[config.mk]
export PLATFORM = sky130hd
export DESIGN_NAME = usart_clock_gen_rx_buffer
export DESIGN_NICKNAME = d
export VERILOG_FILES = /design/src/verilog/usart_pkg.sv /design/src/verilog/sync3.sv /design/src/verilog/baud_gen.sv /design/src/verilog/usart_clock_gen_rx_buffer.sv
export VERILOG_INCLUDE_DIRS = /design/src /design/src/verilog
export SDC_FILE = /design/constraint.sdc
export NUM_CORES = 1
export LEC_CHECK = 0
export ABC_AREA = 0
export BUFFER_PORTS_ARGS = -buffer_cell sky130_fd_sc_hd__buf_2
export CAP_MARGIN = 0
export CORE_ASPECT_RATIO = 0.6
export CORE_UTILIZATION = 40
export DETAILED_ROUTE_END_ITERATION = 16
export PLACE_DENSITY = 0.62
export SLEW_MARGIN = 15
export SYNTH_ARGS = -nofsm -noshare
export SYNTH_HDL_FRONTEND = slang
export SYNTH_SLANG_ARGS = --single-unit
[constraint.sdc]
create_clock -name clk -period 3.2 [get_ports clk]
set_input_delay 0.16 -clock clk [delete_from_list [all_inputs] [get_ports clk]]
set_output_delay 0.16 -clock clk [all_outputs]
set_load 0.02 [all_outputs]
[src/verilog/usart_defs.svh]
`ifndef USART_DEFS_SVH
`define USART_DEFS_SVH

// Register addresses
`define ADDR_DATA 3'h0
`define ADDR_CSA 3'h1
`define ADDR_CSB 3'h2
`define ADDR_CSC 3'h3
`define ADDR_BAUD_LO 3'h4
`define ADDR_BAUD_HI 3'h5

// Status A fields
`define CSA_RXC 7
`define CSA_TXC 6
`define CSA_DRE 5
`define CSA_FERR 4
`define CSA_OVR 3
`define CSA_PE 2
`define CSA_DBL 1

// Control B fields
`define CSB_RXIE 7
`define CSB_TXIE 6
`define CSB_DREIE 5
`define CSB_RXEN 4
`define CSB_TXEN 3
`define CSB_SIZE2 2
`define CSB_RX9 1
`define CSB_TX9 0

// Control C fields
`define CSC_SYNC 6
`define CSC_PAR_EN 5
`define CSC_PAR_ODD 4
`define CSC_STOP2 3
`define CSC_POL 0

// Reset values
`define CSB_RESET 8'h00
`define CSC_RESET 7'h06

// Character size code for nine bits
`define SIZE_9 3'h7

// Last oversample count per bit
`define OVS_NORMAL_LAST 4'hf
`define OVS_DOUBLE_LAST 4'h7

// Receive entry layout
`define ENT_D9 8
`define ENT_FERR 9
`define ENT_OVR 10
`define ENT_PE 11
`define ENT_W 12

`endif

[src/verilog/usart_pkg.sv]
package usart_pkg;

  typedef enum logic {tx_idle, tx_busy} tx_state_type;

  typedef enum logic [1:0] {rx_idle, rx_start, rx_bits} rx_state_type;

endpackage

[src/verilog/sync3.sv]
`timescale 1ns/100ps
`default_nettype none

module sync3 #(
  parameter logic RESET_LEVEL = 1'b1
) (
  // System
  input wire logic clk,
  input wire logic nrst,
  // Level
  input wire logic din,
  output logic dout
);

  logic s1;
  logic s2;
  logic s3;

  // A change counts once the second and third stages agree
  always_ff @(posedge clk or negedge nrst) begin
    if (!nrst) begin
      s1 <= RESET_LEVEL;
      s2 <= RESET_LEVEL;
      s3 <= RESET_LEVEL;
      dout <= RESET_LEVEL;
    end else begin
      s1 <= din;
      s2 <= s1;
      s3 <= s2;
      if (s2 == s3) begin
        dout <= s3;
      end
    end
  end

endmodule // sync3

`default_nettype wire

[src/verilog/baud_gen.sv]
`timescale 1ns/100ps
`default_nettype none

module baud_gen #(
  parameter int WIDTH = 12
) (
  // System
  input wire logic clk,
  input wire logic nrst,
  // Divisor
  input wire logic [WIDTH-1:0] divisor,
  input wire logic reload,
  // Output pulse
  output logic tick
);

  logic [WIDTH-1:0] count;

  assign tick = (count == {WIDTH{1'b0}});

  always_ff @(posedge clk or negedge nrst) begin
    if (!nrst) begin
      count <= {WIDTH{1'b0}};
    end else if (reload || tick) begin
      count <= divisor;
    end else begin
      count <= count - 1'b1;
    end
  end

endmodule // baud_gen

`default_nettype wire

[src/verilog/usart_clock_gen_rx_buffer.sv]
// What this block does
// - Four clock modes: normal, double, master, slave
// - Mode bit picks sync; pin direction picks master
// - Double speed acts only when asynchronous
// - Transfer clock pin used only in sync mode
// - Baud counter reloads at zero or low write
// - One baud pulse per zero, rate clk/(div+1)
// - Transmit bit clock is baud over 2/8/16
// - Receiver recovery runs on baud pulses directly
// - One transmit buffer allows back-to-back frames
// - Two-entry receive FIFO, each read pops once
// - Error flags and ninth bit stored per character
// - Shift register holds third character until start
// - Detect frame, overrun and parity errors
// - Five to nine data bits, 1-2 stops, parity
// - Three requests: rx done, tx done, empty
// - Majority filter and false start rejection
// - Compat mode: second unit off, async only
// - Master drives pin clock; slave takes it
// - Double speed uses eight samples per bit
// - Pin clock synchronised and edge detected
// - Polarity picks change edge and sample edge
// - Low start, LSB first, parity, high stops
//
// Chosen here: the register offsets and strobed register access.
`timescale 1ns/100ps
`default_nettype none
`include "usart_defs.svh"

module usart_clock_gen_rx_buffer #(
  parameter int UNIT_INDEX = 0,
  parameter int DIV_WIDTH = 12
) (
  // System
  input wire logic clk,
  input wire logic nrst,
  // Register port
  input wire logic [2:0] addr,
  input wire logic [7:0] wdata,
  input wire logic wr,
  input wire logic rd,
  output logic [7:0] rdata,
  // Straps and pin direction
  input wire logic compat_mode,
  input wire logic xfer_clock_pin_direction,
  // Serial data pins
  input wire logic rxd,
  output logic txd,
  // Transfer clock pin
  input wire logic transfer_clock_pin_in,
  output logic transfer_clock_pin_out,
  output logic transfer_clock_pin_oe,
  // Interrupt requests
  output logic rx_complete_irq,
  output logic tx_complete_irq,
  output logic data_empty_irq
);

  // Register storage
  logic double_speed_bit;
  logic [7:0] ctrl_b;
  logic [6:0] ctrl_c;
  logic [7:0] baud_divisor_low;
  logic [DIV_WIDTH-9:0] baud_divisor_high;

  // Transmit state
  usart_pkg::tx_state_type tx_state;
  logic [8:0] tx_buf;
  logic tx_buf_full;
  logic tx_complete;
  logic [12:0] tx_shift;
  logic [3:0] tx_left;
  logic [3:0] tx_div;

  // Receive state
  usart_pkg::rx_state_type rx_state;
  logic [3:0] rx_cnt;
  logic [3:0] rx_idx;
  logic [8:0] rx_shift;
  logic rx_par_bit;
  logic [2:0] rx_win;
  logic hold_valid;
  logic [`ENT_W-1:0] hold_entry;
  logic ovr_pending;
  logic [`ENT_W-1:0] rx_fifo [2];
  logic rx_wp;
  logic rx_rp;
  logic [1:0] rx_count;

  // Clock pin state
  logic lclk_int;
  logic lclk_prev;
  logic lclk_sync;
  logic rx_in;
  logic baud_tick;

  // Register decode
  wire logic wr_data = wr && (addr == `ADDR_DATA);
  wire logic wr_csa = wr && (addr == `ADDR_CSA);
  wire logic wr_csb = wr && (addr == `ADDR_CSB);
  wire logic wr_csc = wr && (addr == `ADDR_CSC) && !compat_mode;
  wire logic wr_lo = wr && (addr == `ADDR_BAUD_LO);
  wire logic wr_hi = wr && (addr == `ADDR_BAUD_HI) && !compat_mode;
  wire logic rd_data = rd && (addr == `ADDR_DATA);

  // Effective modes
  wire logic unit_off = compat_mode && (UNIT_INDEX != 0);
  wire logic sync_mode = ctrl_c[`CSC_SYNC] && !compat_mode;
  wire logic master = sync_mode && xfer_clock_pin_direction;
  wire logic double = double_speed_bit && !sync_mode;
  wire logic [3:0] ovs_last = double ? `OVS_DOUBLE_LAST : `OVS_NORMAL_LAST;
  wire logic [3:0] ovs_mid = {1'b0, ovs_last[3:1]};
  wire logic tx_en = ctrl_b[`CSB_TXEN] && !unit_off;
  wire logic rx_en = ctrl_b[`CSB_RXEN] && !unit_off;

  // Frame format
  wire logic [2:0] char_size = {ctrl_b[`CSB_SIZE2], ctrl_c[2:1]};
  wire logic [3:0] nbits = (char_size == `SIZE_9) ? 4'h9 : 4'h5 + {2'h0, char_size[1:0]};
  wire logic par_en = ctrl_c[`CSC_PAR_EN];
  wire logic par_odd = ctrl_c[`CSC_PAR_ODD];
  wire logic [8:0] data_mask = 9'h1ff >> (4'h9 - nbits);

  // Baud generator
  wire logic [DIV_WIDTH-1:0] baud_now = {baud_divisor_high, baud_divisor_low};
  wire logic [DIV_WIDTH-1:0] baud_next = wr_lo ? {baud_divisor_high, wdata} : baud_now;

  baud_gen #(
    .WIDTH(DIV_WIDTH)
  ) u_baud (
    .clk(clk),
    .nrst(nrst),
    .divisor(baud_next),
    .reload(wr_lo),
    .tick(baud_tick)
  );

  // Pin inputs
  sync3 #(
    .RESET_LEVEL(1'b1)
  ) u_rx_sync (
    .clk(clk),
    .nrst(nrst),
    .din(rxd),
    .dout(rx_in)
  );

  sync3 #(
    .RESET_LEVEL(1'b0)
  ) u_lclk_sync (
    .clk(clk),
    .nrst(nrst),
    .din(transfer_clock_pin_in),
    .dout(lclk_sync)
  );

  // Link clock: master divides baud by two, slave follows the pin
  wire logic clk_level = master ? lclk_int : lclk_sync;
  wire logic lclk_rise = sync_mode && clk_level && !lclk_prev;
  wire logic lclk_fall = sync_mode && !clk_level && lclk_prev;
  wire logic pol = ctrl_c[`CSC_POL];
  wire logic change_edge = pol ? lclk_fall : lclk_rise;
  wire logic sample_edge = pol ? lclk_rise : lclk_fall;

  assign transfer_clock_pin_out = lclk_int;
  assign transfer_clock_pin_oe = master && !unit_off;

  always_ff @(posedge clk or negedge nrst) begin
    if (!nrst) begin
      lclk_int <= 1'b0;
      lclk_prev <= 1'b0;
    end else begin
      lclk_prev <= clk_level;
      if (!master) begin
        lclk_int <= 1'b0;
      end else if (baud_tick) begin
        lclk_int <= ~lclk_int;
      end
    end
  end

  // Transmit frame assembly
  function automatic logic [12:0] build_frame(input logic [8:0] d, input logic [3:0] n,
                                              input logic pe, input logic p);
    logic [12:0] f;
    f = 13'h1fff;
    f[0] = 1'b0;
    for (int i = 0; i < 9; i++) begin
      if (4'(i) < n) begin
        f[i + 1] = d[i];
      end
    end
    if (pe) begin
      f[n + 4'h1] = p;
    end
    return f;
  endfunction

  wire logic tx_par = (^(tx_buf & data_mask)) ^ par_odd;
  wire logic [12:0] tx_frame = build_frame(tx_buf, nbits, par_en, tx_par);
  wire logic [3:0] tx_len = 4'h2 + nbits + {3'h0, par_en} + {3'h0, ctrl_c[`CSC_STOP2]};
  wire logic tx_tick = sync_mode ? change_edge : (baud_tick && (tx_div == ovs_last));
  wire logic tx_busy = (tx_state == usart_pkg::tx_busy);
  wire logic frame_done = tx_busy && tx_tick && (tx_left == 4'h0);
  wire logic tx_go = !sync_mode || change_edge;
  wire logic tx_load = tx_en && tx_buf_full && ((!tx_busy && tx_go) || frame_done);

  always_ff @(posedge clk or negedge nrst) begin
    if (!nrst) begin
      tx_state <= usart_pkg::tx_idle;
      tx_shift <= 13'h1fff;
      tx_left <= 4'h0;
      tx_div <= 4'h0;
      txd <= 1'b1;
    end else if (!tx_en) begin
      tx_state <= usart_pkg::tx_idle;
      txd <= 1'b1;
    end else if (tx_load) begin
      tx_state <= usart_pkg::tx_busy;
      txd <= tx_frame[0];
      tx_shift <= {1'b1, tx_frame[12:1]};
      tx_left <= tx_len - 4'h1;
      tx_div <= 4'h0;
    end else begin
      if (baud_tick) begin
        tx_div <= (tx_div == ovs_last) ? 4'h0 : tx_div + 4'h1;
      end
      if (frame_done) begin
        tx_state <= usart_pkg::tx_idle;
      end else if (tx_busy && tx_tick) begin
        txd <= tx_shift[0];
        tx_shift <= {1'b1, tx_shift[12:1]};
        tx_left <= tx_left - 4'h1;
      end
    end
  end

  // Transmit buffer and completion flag; set wins over clear
  always_ff @(posedge clk or negedge nrst) begin
    if (!nrst) begin
      tx_buf <= 9'h000;
      tx_buf_full <= 1'b0;
      tx_complete <= 1'b0;
    end else begin
      if (wr_data) begin
        tx_buf <= {ctrl_b[`CSB_TX9], wdata};
        tx_buf_full <= 1'b1;
      end else if (tx_load) begin
        tx_buf_full <= 1'b0;
      end
      if (frame_done && !tx_load) begin
        tx_complete <= 1'b1;
      end else if (wr_csa && wdata[`CSA_TXC]) begin
        tx_complete <= 1'b0;
      end
    end
  end

  // Receive sampling
  wire logic vote = (rx_win[0] & rx_win[1]) | (rx_win[0] & rx_win[2]) | (rx_win[1] & rx_win[2]);
  wire logic rx_bit = sync_mode ? rx_in : vote;
  wire logic rx_strobe = sync_mode ? sample_edge : (baud_tick && (rx_cnt == ovs_mid));
  wire logic rx_idle = (rx_state == usart_pkg::rx_idle);
  wire logic start_seen = rx_en && rx_idle && (sync_mode ? (sample_edge && !rx_in) : (baud_tick && !vote));
  wire logic rx_pop = rd_data && (rx_count != 2'h0);
  wire logic rx_room = (rx_count != 2'h2) || rx_pop;
  wire logic rx_push = hold_valid && rx_room;
  wire logic rx_overrun = start_seen && hold_valid && !rx_room;
  wire logic [8:0] rx_data = rx_shift >> (4'h9 - nbits);
  wire logic rx_perr = par_en && (rx_par_bit != ((^rx_data) ^ par_odd));
  wire logic [`ENT_W-1:0] new_entry = {rx_perr, ovr_pending, !rx_bit, rx_data};
  wire logic rx_last = rx_idx == (nbits + {3'h0, par_en});

  always_ff @(posedge clk or negedge nrst) begin
    if (!nrst) begin
      rx_state <= usart_pkg::rx_idle;
      rx_cnt <= 4'h0;
      rx_idx <= 4'h0;
      rx_shift <= 9'h000;
      rx_par_bit <= 1'b0;
      rx_win <= 3'h7;
      hold_valid <= 1'b0;
      hold_entry <= {`ENT_W{1'b0}};
      ovr_pending <= 1'b0;
    end else begin
      if (baud_tick) begin
        rx_win <= {rx_win[1:0], rx_in};
      end
      if (start_seen) begin
        rx_cnt <= 4'h0;
      end else if (baud_tick) begin
        rx_cnt <= (rx_cnt == ovs_last) ? 4'h0 : rx_cnt + 4'h1;
      end
      if (rx_push) begin
        hold_valid <= 1'b0;
      end
      if (rx_overrun) begin
        ovr_pending <= 1'b1;
        hold_valid <= 1'b0;
      end
      case (rx_state)
        usart_pkg::rx_idle: begin
          if (start_seen) begin
            rx_state <= sync_mode ? usart_pkg::rx_bits : usart_pkg::rx_start;
            rx_idx <= 4'h0;
          end
        end
        usart_pkg::rx_start: begin
          if (!rx_en) begin
            rx_state <= usart_pkg::rx_idle;
          end else if (rx_strobe) begin
            rx_state <= rx_bit ? usart_pkg::rx_idle : usart_pkg::rx_bits;
          end
        end
        usart_pkg::rx_bits: begin
          if (!rx_en) begin
            rx_state <= usart_pkg::rx_idle;
          end else if (rx_strobe) begin
            rx_idx <= rx_idx + 4'h1;
            if (rx_idx < nbits) begin
              rx_shift <= {rx_bit, rx_shift[8:1]};
            end else if (!rx_last) begin
              rx_par_bit <= rx_bit;
            end else begin
              hold_entry <= new_entry;
              hold_valid <= 1'b1;
              ovr_pending <= 1'b0;
              rx_state <= usart_pkg::rx_idle;
            end
          end
        end
        default: begin
          rx_state <= usart_pkg::rx_idle;
        end
      endcase
    end
  end

  // Two-entry receive FIFO
  always_ff @(posedge clk) begin
    if (rx_push) begin
      rx_fifo[rx_wp] <= hold_entry;
    end
  end

  always_ff @(posedge clk or negedge nrst) begin
    if (!nrst) begin
      rx_wp <= 1'b0;
      rx_rp <= 1'b0;
      rx_count <= 2'h0;
    end else begin
      if (rx_push) begin
        rx_wp <= ~rx_wp;
      end
      if (rx_pop) begin
        rx_rp <= ~rx_rp;
      end
      rx_count <= rx_count + {1'b0, rx_push} - {1'b0, rx_pop};
    end
  end

  wire logic rx_avail = (rx_count != 2'h0);
  wire logic [`ENT_W-1:0] rx_head = rx_avail ? rx_fifo[rx_rp] : {`ENT_W{1'b0}};

  // Register writes
  always_ff @(posedge clk or negedge nrst) begin
    if (!nrst) begin
      double_speed_bit <= 1'b0;
      ctrl_b <= `CSB_RESET;
      ctrl_c <= `CSC_RESET;
      baud_divisor_low <= 8'h00;
      baud_divisor_high <= '0;
    end else begin
      if (wr_csa) begin
        double_speed_bit <= wdata[`CSA_DBL];
      end
      if (wr_csb) begin
        ctrl_b <= {wdata[7:2], 1'b0, wdata[0]};
      end
      if (wr_csc) begin
        ctrl_c <= wdata[6:0];
      end
      if (wr_lo) begin
        baud_divisor_low <= wdata;
      end
      if (wr_hi) begin
        baud_divisor_high <= wdata[DIV_WIDTH-9:0];
      end
    end
  end

  // Register reads
  wire logic [7:0] csa_value = {rx_avail, tx_complete, !tx_buf_full, rx_head[`ENT_FERR],
                                rx_head[`ENT_OVR], rx_head[`ENT_PE], double_speed_bit, 1'b0};
  wire logic [7:0] csb_value = {ctrl_b[7:2], rx_head[`ENT_D9], ctrl_b[0]};
  wire logic [7:0] csc_value = compat_mode ? 8'h00 : {1'b0, ctrl_c};
  wire logic [7:0] hi_value = compat_mode ? 8'h00 : 8'(baud_divisor_high);
  logic [7:0] next_rdata;

  always_comb begin
    case (addr)
      `ADDR_DATA: next_rdata = rx_head[7:0];
      `ADDR_CSA: next_rdata = csa_value;
      `ADDR_CSB: next_rdata = csb_value;
      `ADDR_CSC: next_rdata = csc_value;
      `ADDR_BAUD_LO: next_rdata = baud_divisor_low;
      `ADDR_BAUD_HI: next_rdata = hi_value;
      default: next_rdata = 8'h00;
    endcase
  end

  // Read data and requests
  always_ff @(posedge clk or negedge nrst) begin
    if (!nrst) begin
      rdata <= 8'h00;
      rx_complete_irq <= 1'b0;
      tx_complete_irq <= 1'b0;
      data_empty_irq <= 1'b0;
    end else begin
      rdata <= rd ? next_rdata : 8'h00;
      rx_complete_irq <= ctrl_b[`CSB_RXIE] && rx_avail;
      tx_complete_irq <= ctrl_b[`CSB_TXIE] && tx_complete;
      data_empty_irq <= ctrl_b[`CSB_DREIE] && !tx_buf_full;
    end
  end

endmodule // usart_clock_gen_rx_buffer

`default_nettype wire

## Yosys cells after proc, flatten, opt, wreduce, memory -nomap -nowiden

Memory sizes are Yosys's and may differ from the RTL's.
Cells that the tools add are included.

| operators by class | value |
|---|---|
| add/sub/neg operators | 15 |
| $mul | 0 |
| divide/modulo/power cells | 0 |
| $lt $le $gt $ge | 12 |
| equal/unequal tests | 28 |
| shifts and indexed selects | 2 |
| muxes and demuxes | 83 |
| bitwise operators | 13 |
| reductions and logical operators | 74 |

Operators by type and width:

| kind | count |
|---|---|
| 2-to-1 mux 4 bit | 15 |
| 2-to-1 mux 13 bit | 4 |
| one-hot mux 8 bit (6 select lines) | 1 |
| 2-to-1 mux 1 bit | 45 |
| logical AND 1 bit | 38 |
| 2-to-1 mux 12 bit | 2 |
| 2-to-1 mux 2 bit | 9 |
| parity 9 bit | 2 |
| adder 4 x 1 -> 4 bit, second input constant | 4 |
| less-than comparator 3 x 4 -> 1 bit, first input constant | 4 |
| 2-to-1 mux 8 bit | 2 |
| AND reduction 5 bit | 3 |
| nonzero test 2 bit | 7 |
| bitwise mux 13 bit | 1 |
| adder 4 x 1 -> 4 bit | 3 |
| == test 4 bit | 3 |
| zero test 12 bit | 1 |
| inequality test 3 bit, second input constant | 4 |
| subtractor 12 x 1 -> 12 bit, second input constant | 1 |
| zero test 1 bit | 11 |
| AND 9 bit | 1 |
| == test 3 bit, second input constant | 3 |
| right shift 9 x 4 -> 9 bit | 1 |
| right shift 9 x 4 -> 9 bit, first input constant | 1 |
| 38 further kinds | 61 |

| word-level totals | value |
|---|---|
| bits in registers | 135 |
| bits in latches | 0 |
| RAM bits | 24 |
| ROM bits | 0 |
| output and inout port bits | 14 |
| logic and storage cells | 268 |
| memories kept | 1 |

Memories:

| name | depth | bits a word | rd ports | clocked after Yosys merged registers in | write ports | line | text |
|---|---|---|---|---|---|---|---|
| rx_fifo | 2 | 12 | 1 | 0 | 1 | usart_clock_gen_rx_buffer.sv:85 | `` logic [`ENT_W-1:0] rx_fifo [2]; `` |

## Longest topological paths before layout

| depth | value |
|---|---|
| depth in word-level cells | 19 |
| depth in mapped cells | 16 |
| depth with buffers taken out | 12 |

## Hierarchy

A second synthesis with hierarchy kept.

| unflattened totals | value |
|---|---|
| cell total of the unflattened synthesis | 749 |
| area, all modules | 8,181.6 um^2 |

By module, submodules not included:

| module | instances | cells an instance | area each (um^2) | seq. area each (um^2) |
|---|---|---|---|---|
| usart_clock_gen_rx_buffer | 1 | 669 | 7,280.7 | 3,595.9 |
| baud_gen | 1 | 70 | 673.1 | 300.3 |
| sync3 at u_rx_sync | 1 | 5 | 116.4 | 105.1 |
| sync3 at u_lclk_sync | 1 | 5 | 111.4 | 100.1 |

## Least setup slack after synthesis

No wires, ideal clock.

| timing | value |
|---|---|
| path kind | flip-flop to flip-flop |
| start point | register ctrl_c[1] |
| end point | register hold_entry[2] |
| setup time | 0.095 ns |
| data arrival time | 3.306 ns |
| data required time | 3.105 ns |
| setup slack | -0.201 ns |
| cell stages (with the launch flop) | 16 |
| path buffers | 4 |
| period minus slack after synthesis | 3.401 ns |
| path through | dfstp_2 ha_1 buf_6 a21bo_4 buf_4 buf_2 ha_1 inv_1 fa_1 nand2b_1 o21ai_0 nand3_1 a211oi_1 nand2_1 clkbuf_1 o31ai_1 |

| on the way | value |
|---|---|
| word-level cells in the longest chain between the ends | 5 |

Ends and longest elaborated chain:

| what | line | text |
|---|---|---|
| from (decl) | usart_clock_gen_rx_buffer.sv:62 | `logic [6:0] ctrl_c;` |
| from (signal assigned) | usart_clock_gen_rx_buffer.sv:369 | `` ctrl_c <= `CSC_RESET; `` |
| from (signal assigned) | usart_clock_gen_rx_buffer.sv:380 | `ctrl_c <= wdata[6:0];` |
| adder 3 x 2 -> 4 bit or == test 3 bit (tied branches) | - |  |
| 2-to-1 mux 4 bit * | usart_clock_gen_rx_buffer.sv:118 | `` wire logic [3:0] nbits = (char_size == `SIZE_9) ? 4'h9 : 4'h5 + {2'h0, char_size[1:0]}; `` |
| adder 4 x 1 -> 4 bit or less-than comparator 4 bit (tied branches) | usart_clock_gen_rx_buffer.sv:271, usart_clock_gen_rx_buffer.sv:319 |  |
| == test 4 bit or inverter 1 bit (tied branches) | - |  |
| AND reduction 5 bit (no source line) | - |  |
| to (signal assigned) | usart_clock_gen_rx_buffer.sv:282 | `` hold_entry <= {`ENT_W{1'b0}}; `` |
| to (signal assigned) | usart_clock_gen_rx_buffer.sv:324 | `hold_entry <= new_entry;` |
| to (decl) | usart_clock_gen_rx_buffer.sv:83 | `` logic [`ENT_W-1:0] hold_entry; `` |

Mark *: on every way between the ends. The rest lies on a longest branch, timed or not.
A chain may end at the register's enable or synchronous reset.

## Worst setup path after layout

| timing | value |
|---|---|
| start point | register ctrl_c[1] |
| end point | register tx_shift[4] |

| on the way | value |
|---|---|
| word-level cells in the longest chain between the ends | 10 |

Ends and longest elaborated chain:

| what | line | text |
|---|---|---|
| adder 3 x 2 -> 4 bit or == test 3 bit (tied branches) | - |  |
| 2-to-1 mux 4 bit * | usart_clock_gen_rx_buffer.sv:118 |  |
| subtractor 4 bit or adder 4 x 1 -> 4 bit (tied branches) | usart_clock_gen_rx_buffer.sv:121, usart_clock_gen_rx_buffer.sv:193 |  |
| right shift 9 x 4 -> 9 bit, or another cell as far along | usart_clock_gen_rx_buffer.sv:121 | `wire logic [8:0] data_mask = 9'h1ff >> (4'h9 - nbits);` |
| AND 9 bit or logical AND 1 bit (tied branches) | usart_clock_gen_rx_buffer.sv:198, usart_clock_gen_rx_buffer.sv:193 |  |
| parity 9 bit or 2-to-1 mux 1 bit (tied branches) | usart_clock_gen_rx_buffer.sv:198, usart_clock_gen_rx_buffer.sv:193 |  |
| XOR 1 bit or demux 1 bit (select 4 bit) (tied branches) | usart_clock_gen_rx_buffer.sv:198, usart_clock_gen_rx_buffer.sv:193 |  |
| bitwise mux 13 bit | usart_clock_gen_rx_buffer.sv:193 | `f[n + 4'h1] = p;` |
| 2-to-1 mux 13 bit * | usart_clock_gen_rx_buffer.sv:192 | `if (pe) begin` |
| 2-to-1 mux 13 bit * | usart_clock_gen_rx_buffer.sv:217 | `end else if (tx_load) begin` |
| to (signal assigned) | usart_clock_gen_rx_buffer.sv:220 | `tx_shift <= {1'b1, tx_frame[12:1]};` |
| to (signal assigned) | usart_clock_gen_rx_buffer.sv:231 | `tx_shift <= {1'b1, tx_shift[12:1]};` |
| to (decl) | usart_clock_gen_rx_buffer.sv:71 | `logic [12:0] tx_shift;` |

Marked as above.

==> metrics.md <==
| Metric | Value |
|---|---|
| Sequential area share after synthesis | 49.8% |
| GRT overflow | 0 |
| Number of clock sinks | 158 |
| CP max FO | 6 |
| Worst reg2reg endpoint | tx_shift[4] |
| Area growth, synth to finish | 16.1% |
| Post-route DRC violation count | 0 |
| Sequential Area | 0.00410 sq mm |
| Fmax | 0.324 GHz |
| Final setup vio count | 0 |
| Die area | 0.0212 sq mm |
| Hold Startpoint | xfer_clock_pin_direction |
| Arr. time, crit path | 3440 ps |
| Post-synth top area cell | dfrtp_1 |
| HPWL after detailed placement | 14300 microns |
| Setup slack, reg-to-reg | 110 ps |
| Fill count | 1822 |
| Initial DRC count | 468 |
| Setup Crit Path Kind | reg2reg |
| Total of warnings raised by yosys | 0 |
| Post-synthesis async set-or-reset flop share | 84.8% |
| Die Width | 187 microns |
| First-pass GRT wire length | 31600 microns |
| Peak supply drop | 0.414 mV |
| Clock Path Buffers | 2 |
| Initial Utilization | 41.1% |
| Slew headroom | 31.1% |
| Die H | 113 microns |
| Area of the multi-input gates | 0.00393 sq mm |
| Reg2reg start | ctrl_c[1] |
| DR WL/cell | 18.3 microns |
| DR pass1 iterations | 5 |
| Core ar. | 0.0201 sq mm |
| Tmin final | 3090 ps |
| Root buffer cell | clkbuf_16 |
| Distinct cells, synth | 76 |
| Vias in the first global route | 5485 |
| Detailed Route WL | 19800 microns |
| Setup crit end kind | register |
| Detail Route Antenna Nets | 0 |
| Via Count | 5898 |
| Most frequent cells after synthesis | dfrtp_1, nand2_1, mux2_2 |
| Setup tns final | 0 ps |
| Worst hold-check path type | in2reg |
| Worst EP required | 3550 ps |
| Global-route usage over all layers | 19.5% |
| FF-to-FF path depth | 9 |
| Top FF cell, synth | dfrtp_1 |
| Share of cells above drive strength 1 | 25.0% |
| Largest net degree at the start of global routing | 86 |
| Mux cell area share after synthesis | 13.0% |
| Port buffer count | 32 |
| Post-Syn Area | 0.00824 sq mm |
| Outcome | finished, final reports clean |
| Worst-case clock skew | 9.45 ps |
| Share of the synthesized area in the top cell type | 34.0% |
| Fin. max-slew vios | 0 |
| Pwr dens | 729 mW/mm^2 |
| Max-cap violations | 0 |
| Syn Area/Cell | 11.1 sq um |
| Syn Inst Count | 739 |
| GPL Wtd Cong | 0.845 |
| Fin crit share | 96.6% |
| Worst slew pin tran | 1030 ps |
| Synth Area in Compound Gates | 11.8% |
| Post-Place Cells | 1047 |
| Post-DR vias/cell | 5.44 |
| Clk pin slew, worst setup/hold paths | 70 ps |
| Post-Synth XOR/XNOR Area | 4.05% |
| CTS buffer count | 17 |
| Largest family of logic cells by synthesized area | simple AND/OR/NAND/NOR gates |
| Yosys reg bits | 158 |
| Row count | 40 |
| H-tree lvl count | 4 |
| N_diodes | 0 |
| Count leader, synth | dfrtp_1 |
| Hold path cells | 3 |
| Syn_nets | 784 |
| Top-level port count | 33 |
| Post-Synth Simple-Gate Area | 14.2% |
| Hold Vio Cnt, Final | 0 |
| Crit start category | register |
| Adder-Cell Fraction of Synth Area | 4.50% |
| Leakage power | 4.10 nW |
| Top cells by area, synth | dfrtp_1, edfxtp_1, mux2_2 |
| Net count, final | 843 |
| PnR Total Power | 6.97 mW |
| EDFF count, synth | 24 |
| Post-route insts no fill | 1084 |
| Skew-Pair Late Insertion Delay | 430 ps |
| Hold EP | transfer_clock_pin_out |
| CTS tree | done |
| Antenna violations before repair | 0 |
[worst max path at each step]
stage	to	startpoint
4_1_cts	rx_shift[8]	ctrl_c[1]
2_1_floorplan	hold_entry[2]	ctrl_c[1]
5_1_grt	rx_shift[8]	ctrl_c[1]
6_report	tx_shift[4]	ctrl_c[1]
3_5_place_dp	rx_shift[3]	ctrl_c[1]
3_3_place_gp	rx_shift[8]	ctrl_c[1]
[metrics by stage]
stage	cell area [sq um]	setup WS, ps	hold WS [ps]	util (%)
CTS	9530	15.5	27.5	47.5
detailed placement	8870	50.4	268	44.2
floorplan	8260	11.1	-136	-
finish	9560	109	41.4	47.6
global placement	8870	46.8	269	44.2
global route	9560	-12.6	52.5	47.6
[cell families (layout without fill, tap and decap cells)]
family                     count (synthesis)  after routing
buffers and inverters                     53            125
adders and majority gates                 29             29
DFF                                      158            158
AOI/OAI and AO/OA                        139            139
muxes                                     93             93
and+or+nand+nor                          233            233
xor gates and xnor gates                  34             34
[per-layer routing]
metal | up-vias | global-route usage [%] | routed length [microns]
met3 | 14 | 3.69 | 1370
li1 | 2797 | - | -
met1 | 2899 | 33.3 | 11100
met5 | - | 0 | 0
met2 | 188 | 23.8 | 7220
met4 | 0 | 4.92 | 159
[where the power goes]
| part | total (mW) | switching, mW | internal, mW |
|---|---|---|---|
| registers | 2.80 | 0.354 | 2.45 |
| clock network | 2.16 | 0.900 | 1.26 |
| logic | 2.01 | 1.11 | 0.906 |
[area by class of cell]
cell class	instances	share of cell area, %
Sequential cell	158	42.9
Clock inverter	14	2.00
Inverter	26	1.07
Clock buffer	18	4.49
Timing Repair Buffer	67	4.89
Tap cell	273	3.57
Multi-Input combinational cell	528	41.1
[cell usage in the layout (no fill, tap or decap), types with 5 or more instances in the layout]
master,synthesis,routed
a211oi_1,7,6
a21oi_1,27,27
a22o_1,7,7
a22oi_1,12,12
a31oi_1,8,8
and2_1,11,11
and3_1,9,9
buf_2,6,31
buf_4,2,28
clkbuf_16,0,17
dfrtp_1,112,112
dfstp_2,22,22
edfxtp_1,24,24
ha_1,24,22
inv_1,24,23
inv_6,1,6
mux2_2,60,60
mux2i_1,28,27
mux4_2,5,5
nand2_1,74,73
nand2b_1,13,13
nand3_1,16,16
nor2_1,54,54
nor2b_1,16,16
nor3_1,10,10
o21a_1,6,6
o21ai_0,23,23
o22ai_1,10,10
xnor2_1,18,18
xor2_1,13,13
[worst max-delay path, cell delays in order (launching register included)]
cell	delay, ps
dfstp_2	580
buf_4	140
inv_1	90
ha_2	400
a21boi_0	90
o21ai_0	230
xnor3_1	390
mux2_2	320
or3_1	370
o41a_1	400
[flip-flops by register name (all words and copies together), names as in the netlist, 7 cells and up]
name and flops:
ctrl_c 7, ctrl_b 7, baud_divisor_low 8, tx_buf 9
tx_shift 12, rx_shift 9, rdata 8, hold_entry 12
u_baud.count 12, rx_fifo 24
[what timing repair did]
action                     in CTS  in global routing
buffers inserted                0                  1
setup endpoints to repair       0                 19
hold buffers                    4                  0
hold endpoints to repair       67                  0
resized for setup               0                  5
No activity file was read; power rests on OpenSTA's default activity.
